[src/tsc_pkg.sv]
package tsc_pkg;

    // ******************************************************************
    // Control byte layout
    // ******************************************************************
    localparam int unsigned CTL_START    = 7;
    localparam int unsigned CTL_CHAN_HI  = 6;
    localparam int unsigned CTL_CHAN_LO  = 4;
    localparam int unsigned CTL_MODE     = 3;
    localparam int unsigned CTL_REF_MODE = 2;
    localparam int unsigned CTL_REF_PWR  = 1;
    localparam int unsigned CTL_ADC_PWR  = 0;

    // ******************************************************************
    // Serial sequencing counts
    // ******************************************************************
    localparam logic [2:0] BITS_CHAN_KNOWN = 3'h2;
    localparam logic [2:0] BITS_ACQ_START  = 3'h3;
    localparam logic [2:0] BITS_SER_KNOWN  = 3'h4;
    localparam logic [2:0] BITS_BYTE_LAST  = 3'h6;
    localparam logic [3:0] RES_12          = 4'hc;
    localparam logic [3:0] RES_8           = 4'h8;
    localparam logic [3:0] OVERLAP_SUB     = 4'h5;
    localparam logic [3:0] CONV_RISE_MAX   = 4'hf;

    // ******************************************************************
    // Channel codes
    // ******************************************************************
    localparam logic [2:0] CHAN_BATTERY = 3'h2;
    localparam logic [2:0] CHAN_Y_POS   = 3'h1;
    localparam logic [2:0] CHAN_Z1      = 3'h3;
    localparam logic [2:0] CHAN_Z2      = 3'h4;
    localparam logic [2:0] CHAN_X_POS   = 3'h5;

    // ******************************************************************
    // APB register map and reset values
    // ******************************************************************
    localparam logic [7:0]  REG_CODE     = 8'h00;
    localparam logic [7:0]  REG_STATUS   = 8'h04;
    localparam logic [7:0]  REG_COUNT    = 8'h08;
    localparam logic [11:0] CODE_RST     = 12'h000;
    localparam logic [1:0]  PD_RST       = 2'h0;
    localparam logic [2:0]  SYNC_RST     = 3'h4;
    localparam int unsigned ST_BUSY      = 8;
    localparam int unsigned ST_ACQ       = 9;
    localparam int unsigned ST_CONV      = 10;
    localparam int unsigned ST_REF_ON    = 11;
    localparam int unsigned ST_ADC_ON    = 12;

    typedef enum logic {TSC_IN_IDLE, TSC_IN_CTRL} tsc_in_e;

endpackage : tsc_pkg

[src/tsc_sync.sv]
`timescale 1ns/100ps
module tsc_sync #(
    parameter int unsigned   W   = 1,
    parameter logic [W-1:0]  RST = '0
) (
    input  wire logic         pclk,
    input  wire logic         presetn,
    input  wire logic [W-1:0] async_in,
    output logic      [W-1:0] sync_out
);

    logic [W-1:0] meta;

    // The first stage feeds only the second stage.
    always_ff @(posedge pclk or negedge presetn) begin
        if (!presetn) begin
            meta     <= RST;
            sync_out <= RST;
        end else begin
            meta     <= async_in;
            sync_out <= meta;
        end
    end

endmodule : tsc_sync

[src/tsc_serial_ctrl.sv]
`timescale 1ns/100ps
// Overview of operation
// Serial input is ignored until a high start bit arrives.
// Control byte MSB first: start, channel, resolution, reference, power bits.
// Resolution bit low gives 12-bit conversion, high gives 8-bit.
// Reference select high is single-ended, low is ratiometric across drivers.
// Host uses ratiometric mode only for X, Y and pressure channels.
// Byte hosts use three 8-clock transfers, 24 clocks per conversion.
// Acquire three clocks once bits known, then hold; drivers off if single-ended.
// Convert over 12 clocks; ratiometric keeps drivers on through last bit.
// Pad clocks after the result drive output low and are ignored.
// New control byte may start every 15th clock (12-bit) or 11th (8-bit).
// Battery divider on only while acquiring channel code 010.
// Power bits decode converter, reference and pen interrupt enables.
// Power-down mode sleeps after each conversion, wakes instantly, Y- switch on.
// Reference power bit is latched when busy rises.
// Converter needs no wake-up; reference powered independently.
// Host allows reference settling after enabling it.
// Next control bits shift in while result shifts out, 16 clocks each.
// Host finishes each conversion within 1.6 ms of its start.
// Device stays fully powered throughout a conversion, gaps included.
// Chip select high powers down at once and abandons conversion. The code turns only the converter off here and keeps reference_power_on.
// Results are straight binary codes.
// Input sampled on rising serial clock, output updated after falling edge.
// Result shifted out MSB first, one bit per clock after acquisition.
module tsc_serial_ctrl (
    input  wire logic        pclk,
    input  wire logic        presetn,
    input  wire logic        psel,
    input  wire logic        penable,
    input  wire logic        pwrite,
    input  wire logic [7:0]  paddr,
    input  wire logic [31:0] pwdata,
    output logic      [31:0] prdata,
    output logic             pready,
    output logic             pslverr,
    input  wire logic        chip_select_n,
    input  wire logic        serial_clock,
    input  wire logic        serial_data_in,
    output logic             serial_data_out,
    output logic             serial_data_out_oe_n,
    output logic             busy,
    output logic             busy_oe_n,
    output logic [2:0]       channel_select,
    output logic             sample_acquire,
    output logic             touch_drivers_on,
    output logic             battery_divider_on,
    output logic             reference_single_ended,
    output logic             reference_power_on,
    output logic             converter_power_on,
    output logic             pen_touch_interrupt_enable,
    output logic             y_minus_switch_on
);
    import tsc_pkg::*;

    // ******************************************************************
    // Pin synchronisation and serial clock edges
    // ******************************************************************
    logic [2:0]  pins_s;
    logic        cs_s;
    logic        sclk_s;
    logic        din_s;
    logic        sclk_d;
    logic        sclk_rise;
    logic        sclk_fall;

    tsc_sync #(.W(3), .RST(SYNC_RST)) u_sync (
        .pclk     (pclk),
        .presetn  (presetn),
        .async_in ({chip_select_n, serial_clock, serial_data_in}),
        .sync_out (pins_s)
    );

    assign cs_s      = pins_s[2];
    assign sclk_s    = pins_s[1];
    assign din_s     = pins_s[0];
    assign sclk_rise = sclk_s & ~sclk_d & ~cs_s;
    assign sclk_fall = ~sclk_s & sclk_d & ~cs_s;

    always_ff @(posedge pclk or negedge presetn) begin
        if (!presetn) begin
            sclk_d <= 1'b0;
        end else begin
            sclk_d <= sclk_s;
        end
    end

    // ******************************************************************
    // Control byte reception
    // ******************************************************************
    tsc_in_e     in_state;
    logic [2:0]  in_cnt;
    logic [5:0]  in_shift;
    logic [7:0]  last_ctrl;
    logic        mode8;
    logic        single_ended;
    logic [1:0]  pd;
    logic        acquiring;
    logic        converting;
    logic [3:0]  conv_rises;
    logic [3:0]  res_bits;
    logic        start_ok;
    logic        byte_done;
    logic [11:0] code;

    assign res_bits  = mode8 ? RES_8 : RES_12;
    // Overlap: a start bit is honoured while the previous result still drains.
    // An early start bit is dropped, not queued, so the host must send it again.
    assign start_ok  = !converting || (conv_rises >= res_bits - OVERLAP_SUB);
    assign byte_done = sclk_rise && (in_state == TSC_IN_CTRL) && (in_cnt == BITS_BYTE_LAST);

    always_ff @(posedge pclk or negedge presetn) begin
        if (!presetn) begin
            in_state       <= TSC_IN_IDLE;
            in_cnt         <= 3'h0;
            in_shift       <= 6'h00;
            last_ctrl      <= 8'h00;
            channel_select <= 3'h0;
            mode8          <= 1'b0;
            single_ended   <= 1'b0;
            pd             <= PD_RST;
            acquiring      <= 1'b0;
        end else if (cs_s) begin
            in_state  <= TSC_IN_IDLE;
            in_cnt    <= 3'h0;
            acquiring <= 1'b0;
        end else if (sclk_rise) begin
            unique case (in_state)
                TSC_IN_IDLE: begin
                    if (din_s && start_ok) begin
                        in_state <= TSC_IN_CTRL;
                        in_cnt   <= 3'h0;
                    end
                end
                TSC_IN_CTRL: begin
                    in_shift <= {in_shift[4:0], din_s};
                    in_cnt   <= in_cnt + 3'h1;
                    if (in_cnt == BITS_CHAN_KNOWN) begin
                        channel_select <= {in_shift[1:0], din_s};
                    end
                    if (in_cnt == BITS_ACQ_START) begin
                        mode8     <= din_s;
                        acquiring <= 1'b1;
                    end
                    if (in_cnt == BITS_SER_KNOWN) begin
                        single_ended <= din_s;
                    end
                    if (in_cnt == BITS_BYTE_LAST) begin
                        pd        <= {in_shift[0], din_s};
                        last_ctrl <= {1'b1, in_shift, din_s};
                        acquiring <= 1'b0;
                        in_state  <= TSC_IN_IDLE;
                    end
                end
            endcase
        end
    end

    // ******************************************************************
    // Conversion and result shifting
    // ******************************************************************
    logic [11:0] out_shift;
    logic [3:0]  out_left;
    logic        busy_pend;
    logic [15:0] conv_count;

    always_ff @(posedge pclk or negedge presetn) begin
        if (!presetn) begin
            out_shift       <= 12'h000;
            out_left        <= 4'h0;
            busy_pend       <= 1'b0;
            busy            <= 1'b0;
            converting      <= 1'b0;
            conv_rises      <= 4'h0;
            serial_data_out <= 1'b0;
            conv_count      <= 16'h0000;
        end else if (cs_s) begin
            out_left        <= 4'h0;
            busy_pend       <= 1'b0;
            busy            <= 1'b0;
            converting      <= 1'b0;
            serial_data_out <= 1'b0;
        end else if (byte_done) begin
            // Straight binary code; 8-bit results keep the top bits.
            out_shift  <= mode8 ? {code[11:4], 4'h0} : code;
            out_left   <= res_bits;
            busy_pend  <= 1'b1;
            converting <= 1'b1;
            conv_rises <= 4'h0;
        end else begin
            if (sclk_rise && converting && conv_rises != CONV_RISE_MAX) begin
                conv_rises <= conv_rises + 4'h1;
            end
            if (sclk_fall) begin
                if (busy_pend) begin
                    busy_pend       <= 1'b0;
                    busy            <= 1'b1;
                    serial_data_out <= 1'b0;
                end else if (out_left != 4'h0) begin
                    busy            <= 1'b0;
                    serial_data_out <= out_shift[11];
                    out_shift       <= {out_shift[10:0], 1'b0};
                    out_left        <= out_left - 4'h1;
                    if (out_left == 4'h1) begin
                        converting <= 1'b0;
                        conv_count <= conv_count + 16'h0001;
                    end
                end else begin
                    busy            <= 1'b0;
                    serial_data_out <= 1'b0;
                end
            end
        end
    end

    // ******************************************************************
    // Power, reference and analog switch control
    // ******************************************************************
    logic chan_touch;
    logic active;

    assign chan_touch = (channel_select == CHAN_X_POS) || (channel_select == CHAN_Y_POS)
                     || (channel_select == CHAN_Z1) || (channel_select == CHAN_Z2);
    assign active     = acquiring || converting;

    // The reference is left alone by chip select, so it only follows busy.
    always_ff @(posedge pclk or negedge presetn) begin
        if (!presetn) begin
            reference_power_on <= 1'b0;
        end else if (sclk_fall && busy_pend && !cs_s) begin
            reference_power_on <= pd[CTL_REF_PWR];
        end
    end

    always_ff @(posedge pclk or negedge presetn) begin
        if (!presetn) begin
            sample_acquire             <= 1'b0;
            touch_drivers_on           <= 1'b0;
            battery_divider_on         <= 1'b0;
            reference_single_ended     <= 1'b0;
            converter_power_on         <= 1'b0;
            pen_touch_interrupt_enable <= 1'b1;
            y_minus_switch_on          <= 1'b0;
            serial_data_out_oe_n       <= 1'b1;
            busy_oe_n                  <= 1'b1;
        end else begin
            sample_acquire             <= acquiring;
            touch_drivers_on           <= chan_touch
                                          && (acquiring || (converting && !single_ended));
            battery_divider_on         <= acquiring && (channel_select == CHAN_BATTERY);
            reference_single_ended     <= single_ended;
            converter_power_on         <= !cs_s && (pd[CTL_ADC_PWR] || active);
            pen_touch_interrupt_enable <= !pd[CTL_ADC_PWR];
            y_minus_switch_on          <= (pd == 2'h0) && !active;
            serial_data_out_oe_n       <= cs_s;
            busy_oe_n                  <= cs_s;
        end
    end

    // ******************************************************************
    // APB register slave
    // ******************************************************************
    logic apb_acc;

    assign apb_acc = psel && penable;
    assign pready  = 1'b1;
    assign pslverr = apb_acc && (paddr != REG_CODE) && (paddr != REG_STATUS)
                  && (paddr != REG_COUNT);

    always_ff @(posedge pclk or negedge presetn) begin
        if (!presetn) begin
            code <= CODE_RST;
        end else if (apb_acc && pwrite && paddr == REG_CODE) begin
            code <= pwdata[11:0];
        end
    end

    always_comb begin
        prdata = 32'h0000_0000;
        if (apb_acc && !pwrite) begin
            unique case (paddr)
                REG_CODE:   prdata[11:0] = code;
                REG_STATUS: begin
                    prdata[7:0]       = last_ctrl;
                    prdata[ST_BUSY]   = busy;
                    prdata[ST_ACQ]    = acquiring;
                    prdata[ST_CONV]   = converting;
                    prdata[ST_REF_ON] = reference_power_on;
                    prdata[ST_ADC_ON] = converter_power_on;
                end
                REG_COUNT:  prdata[15:0] = conv_count;
                default:    prdata = 32'h0000_0000;
            endcase
        end
    end
endmodule : tsc_serial_ctrl

[config.mk]
export PLATFORM = sky130hd
export DESIGN_NAME = tsc_serial_ctrl
export DESIGN_NICKNAME = d
export VERILOG_FILES = /design/src/tsc_pkg.sv /design/src/tsc_sync.sv /design/src/tsc_serial_ctrl.sv
export SDC_FILE = /design/constraint.sdc
export NUM_CORES = 1
export LEC_CHECK = 0
export BUFFER_PORTS_ARGS = -buffer_cell sky130_fd_sc_hd__buf_2
export CAP_MARGIN = 15
export CORE_MARGIN = 8
export CORE_UTILIZATION = 43
export DETAILED_ROUTE_END_ITERATION = 6
export GPL_ROUTABILITY_DRIVEN = 0
export GPL_TIMING_DRIVEN = 0
export PLACE_DENSITY = 0.69
export SLEW_MARGIN = 20
export SYNTH_ARGS = -nofsm -noshare
export SYNTH_HDL_FRONTEND = slang
export SYNTH_HIERARCHICAL = 1
export SYNTH_SLANG_ARGS = --single-unit
export TNS_END_PERCENT = 30
[constraint.sdc]
create_clock -name pclk -period 2.81 [get_ports pclk]
set_input_delay 0 -clock pclk [delete_from_list [all_inputs] [get_ports pclk]]
set_output_delay 0 -clock pclk [all_outputs]
set_load 0.01 [all_outputs]
After elaboration in Yosys (flattened, before gate mapping) --
Cells that the tools add are included.
Storage, ports and cells: register bits after elaboration 94, input port bits 48, output and inout port bits 49
Cells by class: add/sub/neg operators 5, magnitude comparators 1, equality and inequality tests 19, mux-type cells 49, bitwise gates (word level) 10, reductions and logical operators 59
Operators by type and width (number):
- $mux W12 | 4
- $pmux W12 S3 | 1
- $mux W4 | 8
- $mux W1 | 27
- $reduce_and A4 Y1 | 6
- $logic_and A1 B1 Y1 | 19
- $add A16 B1 Y16 const B | 1
- $mux W16 | 1
- $mux W3 | 5
- $eq A3 B2 Y1 const B | 4
- $eq A3 B3 Y1 const B | 4
- $reduce_bool A2 Y1 | 6
- $reduce_bool A3 Y1 | 4
- $reduce_and A3 Y1 | 3
- $eq A8 B3 Y1 const B | 1
- $eq A8 B4 Y1 const B | 1
- $logic_not A8 Y1 | 1
- $ne A8 B3 Y1 const B | 1
- $ne A8 B4 Y1 const B | 1
- $reduce_bool A8 Y1 | 1
- $logic_or A1 B1 Y1 | 7
- $logic_not A1 Y1 | 6
- $ne A3 B2 Y1 const B | 2
- $not A1 Y1 | 6
- 17 further kinds | 23

Depth between registers and ports, before layout --
word-level depth 9, mapped depth 8, depth with buffers taken out 6

By module --
Netlist, hierarchy kept.
Modules (own cells, without submodules):
- tsc_serial_ctrl | instances 1, cells an instance 406, area an instance 4346.7 sq um
- tsc_sync | instances 1, cells an instance 6, area an instance 152.6 sq um

Least setup slack after synthesis --
Ideal clock, no wire load.
path type reg-to-reg, start register out_left[0], end register out_shift[10], data arrival time 1.723 ns, required time 2.691 ns, path slack 0.968 ns, stages on the path, launching flop included 9, period minus slack after synthesis 1.842 ns, path through dfrtp_1 -> inv_1 -> ha_1 -> nor3b_1 -> or4_1 -> buf_2 -> buf_6 -> o22a_1 -> o21a_1
Between the ends: longest elaborated chain between the ends 3
RTL lines:
- start: declaration | RTL line tsc_serial_ctrl.sv:163 | logic [3:0] out_left;
- start signal: assignment | RTL line tsc_serial_ctrl.sv:186 | out_left <= res_bits;
- start signal: assignment | RTL line tsc_serial_ctrl.sv:203 | out_left <= out_left - 4'h1;
- $reduce_bool A4 Y1 | RTL line tsc_serial_ctrl.sv:199 | end else if (out_left != 4'h0) begin
- $reduce_bool A2 Y1 (no source line)
- $reduce_and A4 Y1 (no source line)
- end signal: assignment | RTL line tsc_serial_ctrl.sv:185 | out_shift <= mode8 ? {code[11:4], 4'h0} : code;
- end signal: assignment | RTL line tsc_serial_ctrl.sv:202 | out_shift <= {out_shift[10:0], 1'b0};
- end: declaration | RTL line tsc_serial_ctrl.sv:162 | logic [11:0] out_shift;
No other way between the ends. A chain may end at the register's enable or synchronous reset.

Worst setup path after layout --
start register out_left[0], end register conv_count[15]
Between the ends: longest elaborated chain between the ends 2
RTL lines:
- $eq A4 B1 Y1 or $reduce_bool A4 Y1 (tied branches) | RTL line tsc_serial_ctrl.sv:204, tsc_serial_ctrl.sv:199
- $reduce_and A6 Y1 (no source line) *
- end signal: assignment | RTL line tsc_serial_ctrl.sv:206 | conv_count <= conv_count + 16'h0001;
- end: declaration | RTL line tsc_serial_ctrl.sv:165 | logic [15:0] conv_count;
Mark *: on every way between the ends. The rest lies on a longest branch, timed or not.

==> flow_metrics.env <==
export IMPL_floorplan_die_area_sq_um=13990
export IMPL_max_slew_worst_pin_slew_ps=777.4
export IMPL_area_growth_syn_to_layout_pct=19.88
export IMPL_clkLatencyLatePin_ps=360
export IMPL_synth_warning_count=6
export IMPL_final_hold_worst_slack_ps=37.80
export IMPL_finish_cell_count_without_fillers=654
export IMPL_number_of_enable_type_register_cells_in_the_synthesized_netlist=0
export IMPL_first_global_vias=3492
export IMPL_drt_iter0_markers=174
export IMPL_endpoints_failing_setup=0
export IMPL_placement_io_buffers=58
export IMPL_design_portCount=97
export IMPL_worstSetupStartpointType="register"
export IMPL_grt_remaining_overflow=0
export IMPL_cell_count_post_placement=622
export IMPL_tritoncts_num_buffers=9
export IMPL_post_drt_wl_per_cell_um=16.20
export IMPL_post_route_drc_count=0
export IMPL_cts_num_sinks=92
export IMPL_grt_max_degree=61
export IMPL_nets=571
export IMPL_data_arrival_time_at_the_worst_slack_endpoint_ps=2500
export IMPL_setup_reg_to_reg_worst_slack_ps=610
export IMPL_timing_slew_headroom=0.4744
export IMPL_ctsResizeCount=0
export IMPL_ys_seq_area_frac=0.5128
export IMPL_avgSynthCellArea_sq_um=10.92
export IMPL_ctsLongestPathBuffers=2
export IMPL_startpoint="out_left[0]"
export IMPL_placeableCoreArea_sq_um=10230
export IMPL_first_pass_iteration_count_of_the_detailed_router=4
export IMPL_critPathCaptureType="register"
export IMPL_routed_wirelength_mm=10.59
export IMPL_clock_root_buffer="sky130_fd_sc_hd__clkbuf_8"
export IMPL_grt_total_usage=0.1548
export IMPL_placedInstanceArea_sq_um=5050
export IMPL_period_share=0.7837
export IMPL_netlist_instances=412
export IMPL_synthMostInstantiatedCell="sky130_fd_sc_hd__dfrtp_1"
export IMPL_period_minus_slack_ps=2202
export IMPL_final_max_slew_viol_count=0
export IMPL_routed_via_density=5.067
export IMPL_unrepaired_setup_endpoints_after_global_routing="false"
export IMPL_antenna_diode_count=0
export IMPL_antenna_left=0
export IMPL_path_max_fanout=4
export IMPL_antenna_violations_before_repair=0
export IMPL_post_synth_main_area_contributors="sky130_fd_sc_hd__dfrtp_1 49%, sky130_fd_sc_hd__nand2_1 4.3%, sky130_fd_sc_hd__mux2_2 3.8%, sky130_fd_sc_hd__mux2i_1 3.6%, sky130_fd_sc_hd__mux2_4 3.3%"
export IMPL_status="completed"
export IMPL_synth_async_sr_flop_share=1.000
export IMPL_cp_required_ps=3110
export IMPL_floorplan_die_height_um=118.3
export IMPL_reg2reg_to="conv_count[15]"
export IMPL_global_route_wire_length_before_repair_mm=17.81
export IMPL_synth_top_cells_by_count="88 x sky130_fd_sc_hd__dfrtp_1, 51 x sky130_fd_sc_hd__nand2_1, 22 x sky130_fd_sc_hd__nor2_1"
export IMPL_worst_setup_path_type="reg -> reg"
export IMPL_drv_cap=0
export IMPL_finalHoldViolations=0
export IMPL_ys_dominant_reg_cell="sky130_fd_sc_hd__dfrtp_1"
export IMPL_leakage_nw=2.758
export IMPL_p_per_area_nw_per_um2=484.4
export IMPL_fin_tns_setup_ps=0
export IMPL_finalClockSkew_ps=18.54
export IMPL_reg2regPathDepth=6
export IMPL_design_area_sq_um=5394
export IMPL_endpoint="conv_count[15]"
export IMPL_routed_via_count=3314
export IMPL_netlist_top_cell_by_area="sky130_fd_sc_hd__dfrtp_1"
export IMPL_synth_top_area_share=0.4894
export IMPL_num_rows=37
export IMPL_start_util=0.4398
export IMPL_hp_class="in -> reg"
export IMPL_worst_setup_hold_path_clk_slew_ps=100
export IMPL_tritoncts_clock_tree="yes"
export IMPL_synth_ff_latch_count=92
export IMPL_r2r_start="out_left[0]"
export IMPL_final_layout_size_suffix_gt1_frac=0.2606
export IMPL_detailed_place_hpwl_mm=7.758
export IMPL_synthesis_area_sq_um=4499
export IMPL_irDropWorstVdd_mv=0.1996
export IMPL_fmax_mhz=454.1
export IMPL_final_core_util=0.5272
export IMPL_die_width_um=118.3
export IMPL_clock_tree_htree_level_count=3
export IMPL_synth_distinct_cells=52
-- cells in the final DEF (no fill, tap or decap), drive strengths merged, types with 2 or more instances in the layout --
cell         instances
a211oi               3
a21oi                6
a22o                 2
and2                15
and3                 6
and4                 3
buf                 83
clkbuf              19
conb                17
dfrtp               88
dfstp                4
dlygate4sd3         16
ha                  10
inv                 15
mux2                25
mux2i               16
nand2               51
nand2b               5
nand3               13
nand3b               4
nand4                5
nor2                22
nor2b                2
nor3                 9
nor3b                5
nor4b                2
o21a                 8
o21ai               19
o22a                 9
or4                  2
xnor2                7
xor2                12
-- power by group --
part	internal (mW)	switching, mW	total [mW]
logic	0.148	0.138	0.286
clock network	0.358	0.500	0.858
registers	1.41	0.0633	1.47
-- worst min-delay path by stage --
stage | startpoint | to | slack, ps | cells after the start
after floorplan | presetn | acquiring | -300 | 0
after global placement | chip_select_n | u_sync/meta[2] | 110 | 1
after detailed placement | presetn | conv_count[15] | -90 | 1
after CTS | penable | code[0] | 40 | 3
after global routing | penable | code[11] | 60 | 3
final | penable | code[0] | 40 | 3
-- per-layer routing --
layer / up-vias / global-route usage / part of all wire
li1: 1592 / - / -
met3: 10 / 0.03332 / 0.047
met1: 1635 / 0.1918 / 0.44
met4: 0 / 0.05524 / 0.012
met5: - / 0 / 0
met2: 77 / 0.2611 / 0.50
-- cells by family after synthesis --
logic type	share of synthesized area
other	0.001669
AO/OA/AOI/OAI	0.08371
buffers and inverters	0.05617
XOR/XNOR	0.03699
AND/OR/NAND/NOR	0.1744
multiplexers	0.1065
adder cells (fa/ha/maj)	0.02781
flip-flops	0.5128
-- metrics by stage --
step           setup slack (ps)  power, mW
6_report                  607.8      2.613
5_1_grt                   401.5      2.726
4_1_cts                   626.0      2.632
3_5_place_dp              655.6      1.765
3_3_place_gp              690.8      1.737
2_1_floorplan             968.5      1.654
-- worst max-delay path: stages (launching register included) --
cell,delay (ps)
sky130_fd_sc_hd__dfrtp_1,420
sky130_fd_sc_hd__inv_1,90
sky130_fd_sc_hd__ha_1,230
sky130_fd_sc_hd__nor4b_1,630
sky130_fd_sc_hd__nand4_1,350
sky130_fd_sc_hd__nor3_1,260
sky130_fd_sc_hd__xor2_1,160
-- what timing repair did --
item,in CTS,in global routing
hold buffers,16,0
hold endpoints to repair,104,0
buffers inserted,0,0
endpoints found under the setup margin,0,0
-- final cells by class --
| class | count | area (sq um) |
|---|---|---|
| fill | 921 | 4837 |
| clock buffer | 11 | 141.4 |
| timing repair buffer | 75 | 484.2 |
| clock inverter | 5 | 42.54 |
| inverter | 12 | 45.04 |
| sequential | 92 | 2307 |
| tap | 136 | 170.2 |
| multi-input combinational | 291 | 1996 |
| buffer | 32 | 207.7 |
-- registers in the layout, indices dropped and copies added, names as in the netlist, 3 cells and up --
name,flops
conv_count,16
code,12
out_shift,12
last_ctrl,8
in_shift,6
conv_rises,4
out_left,4
channel_select,3
in_cnt,3
u_sync/meta,3
u_sync/sync_out,3
No activity file was read; power rests on OpenSTA's default activity.
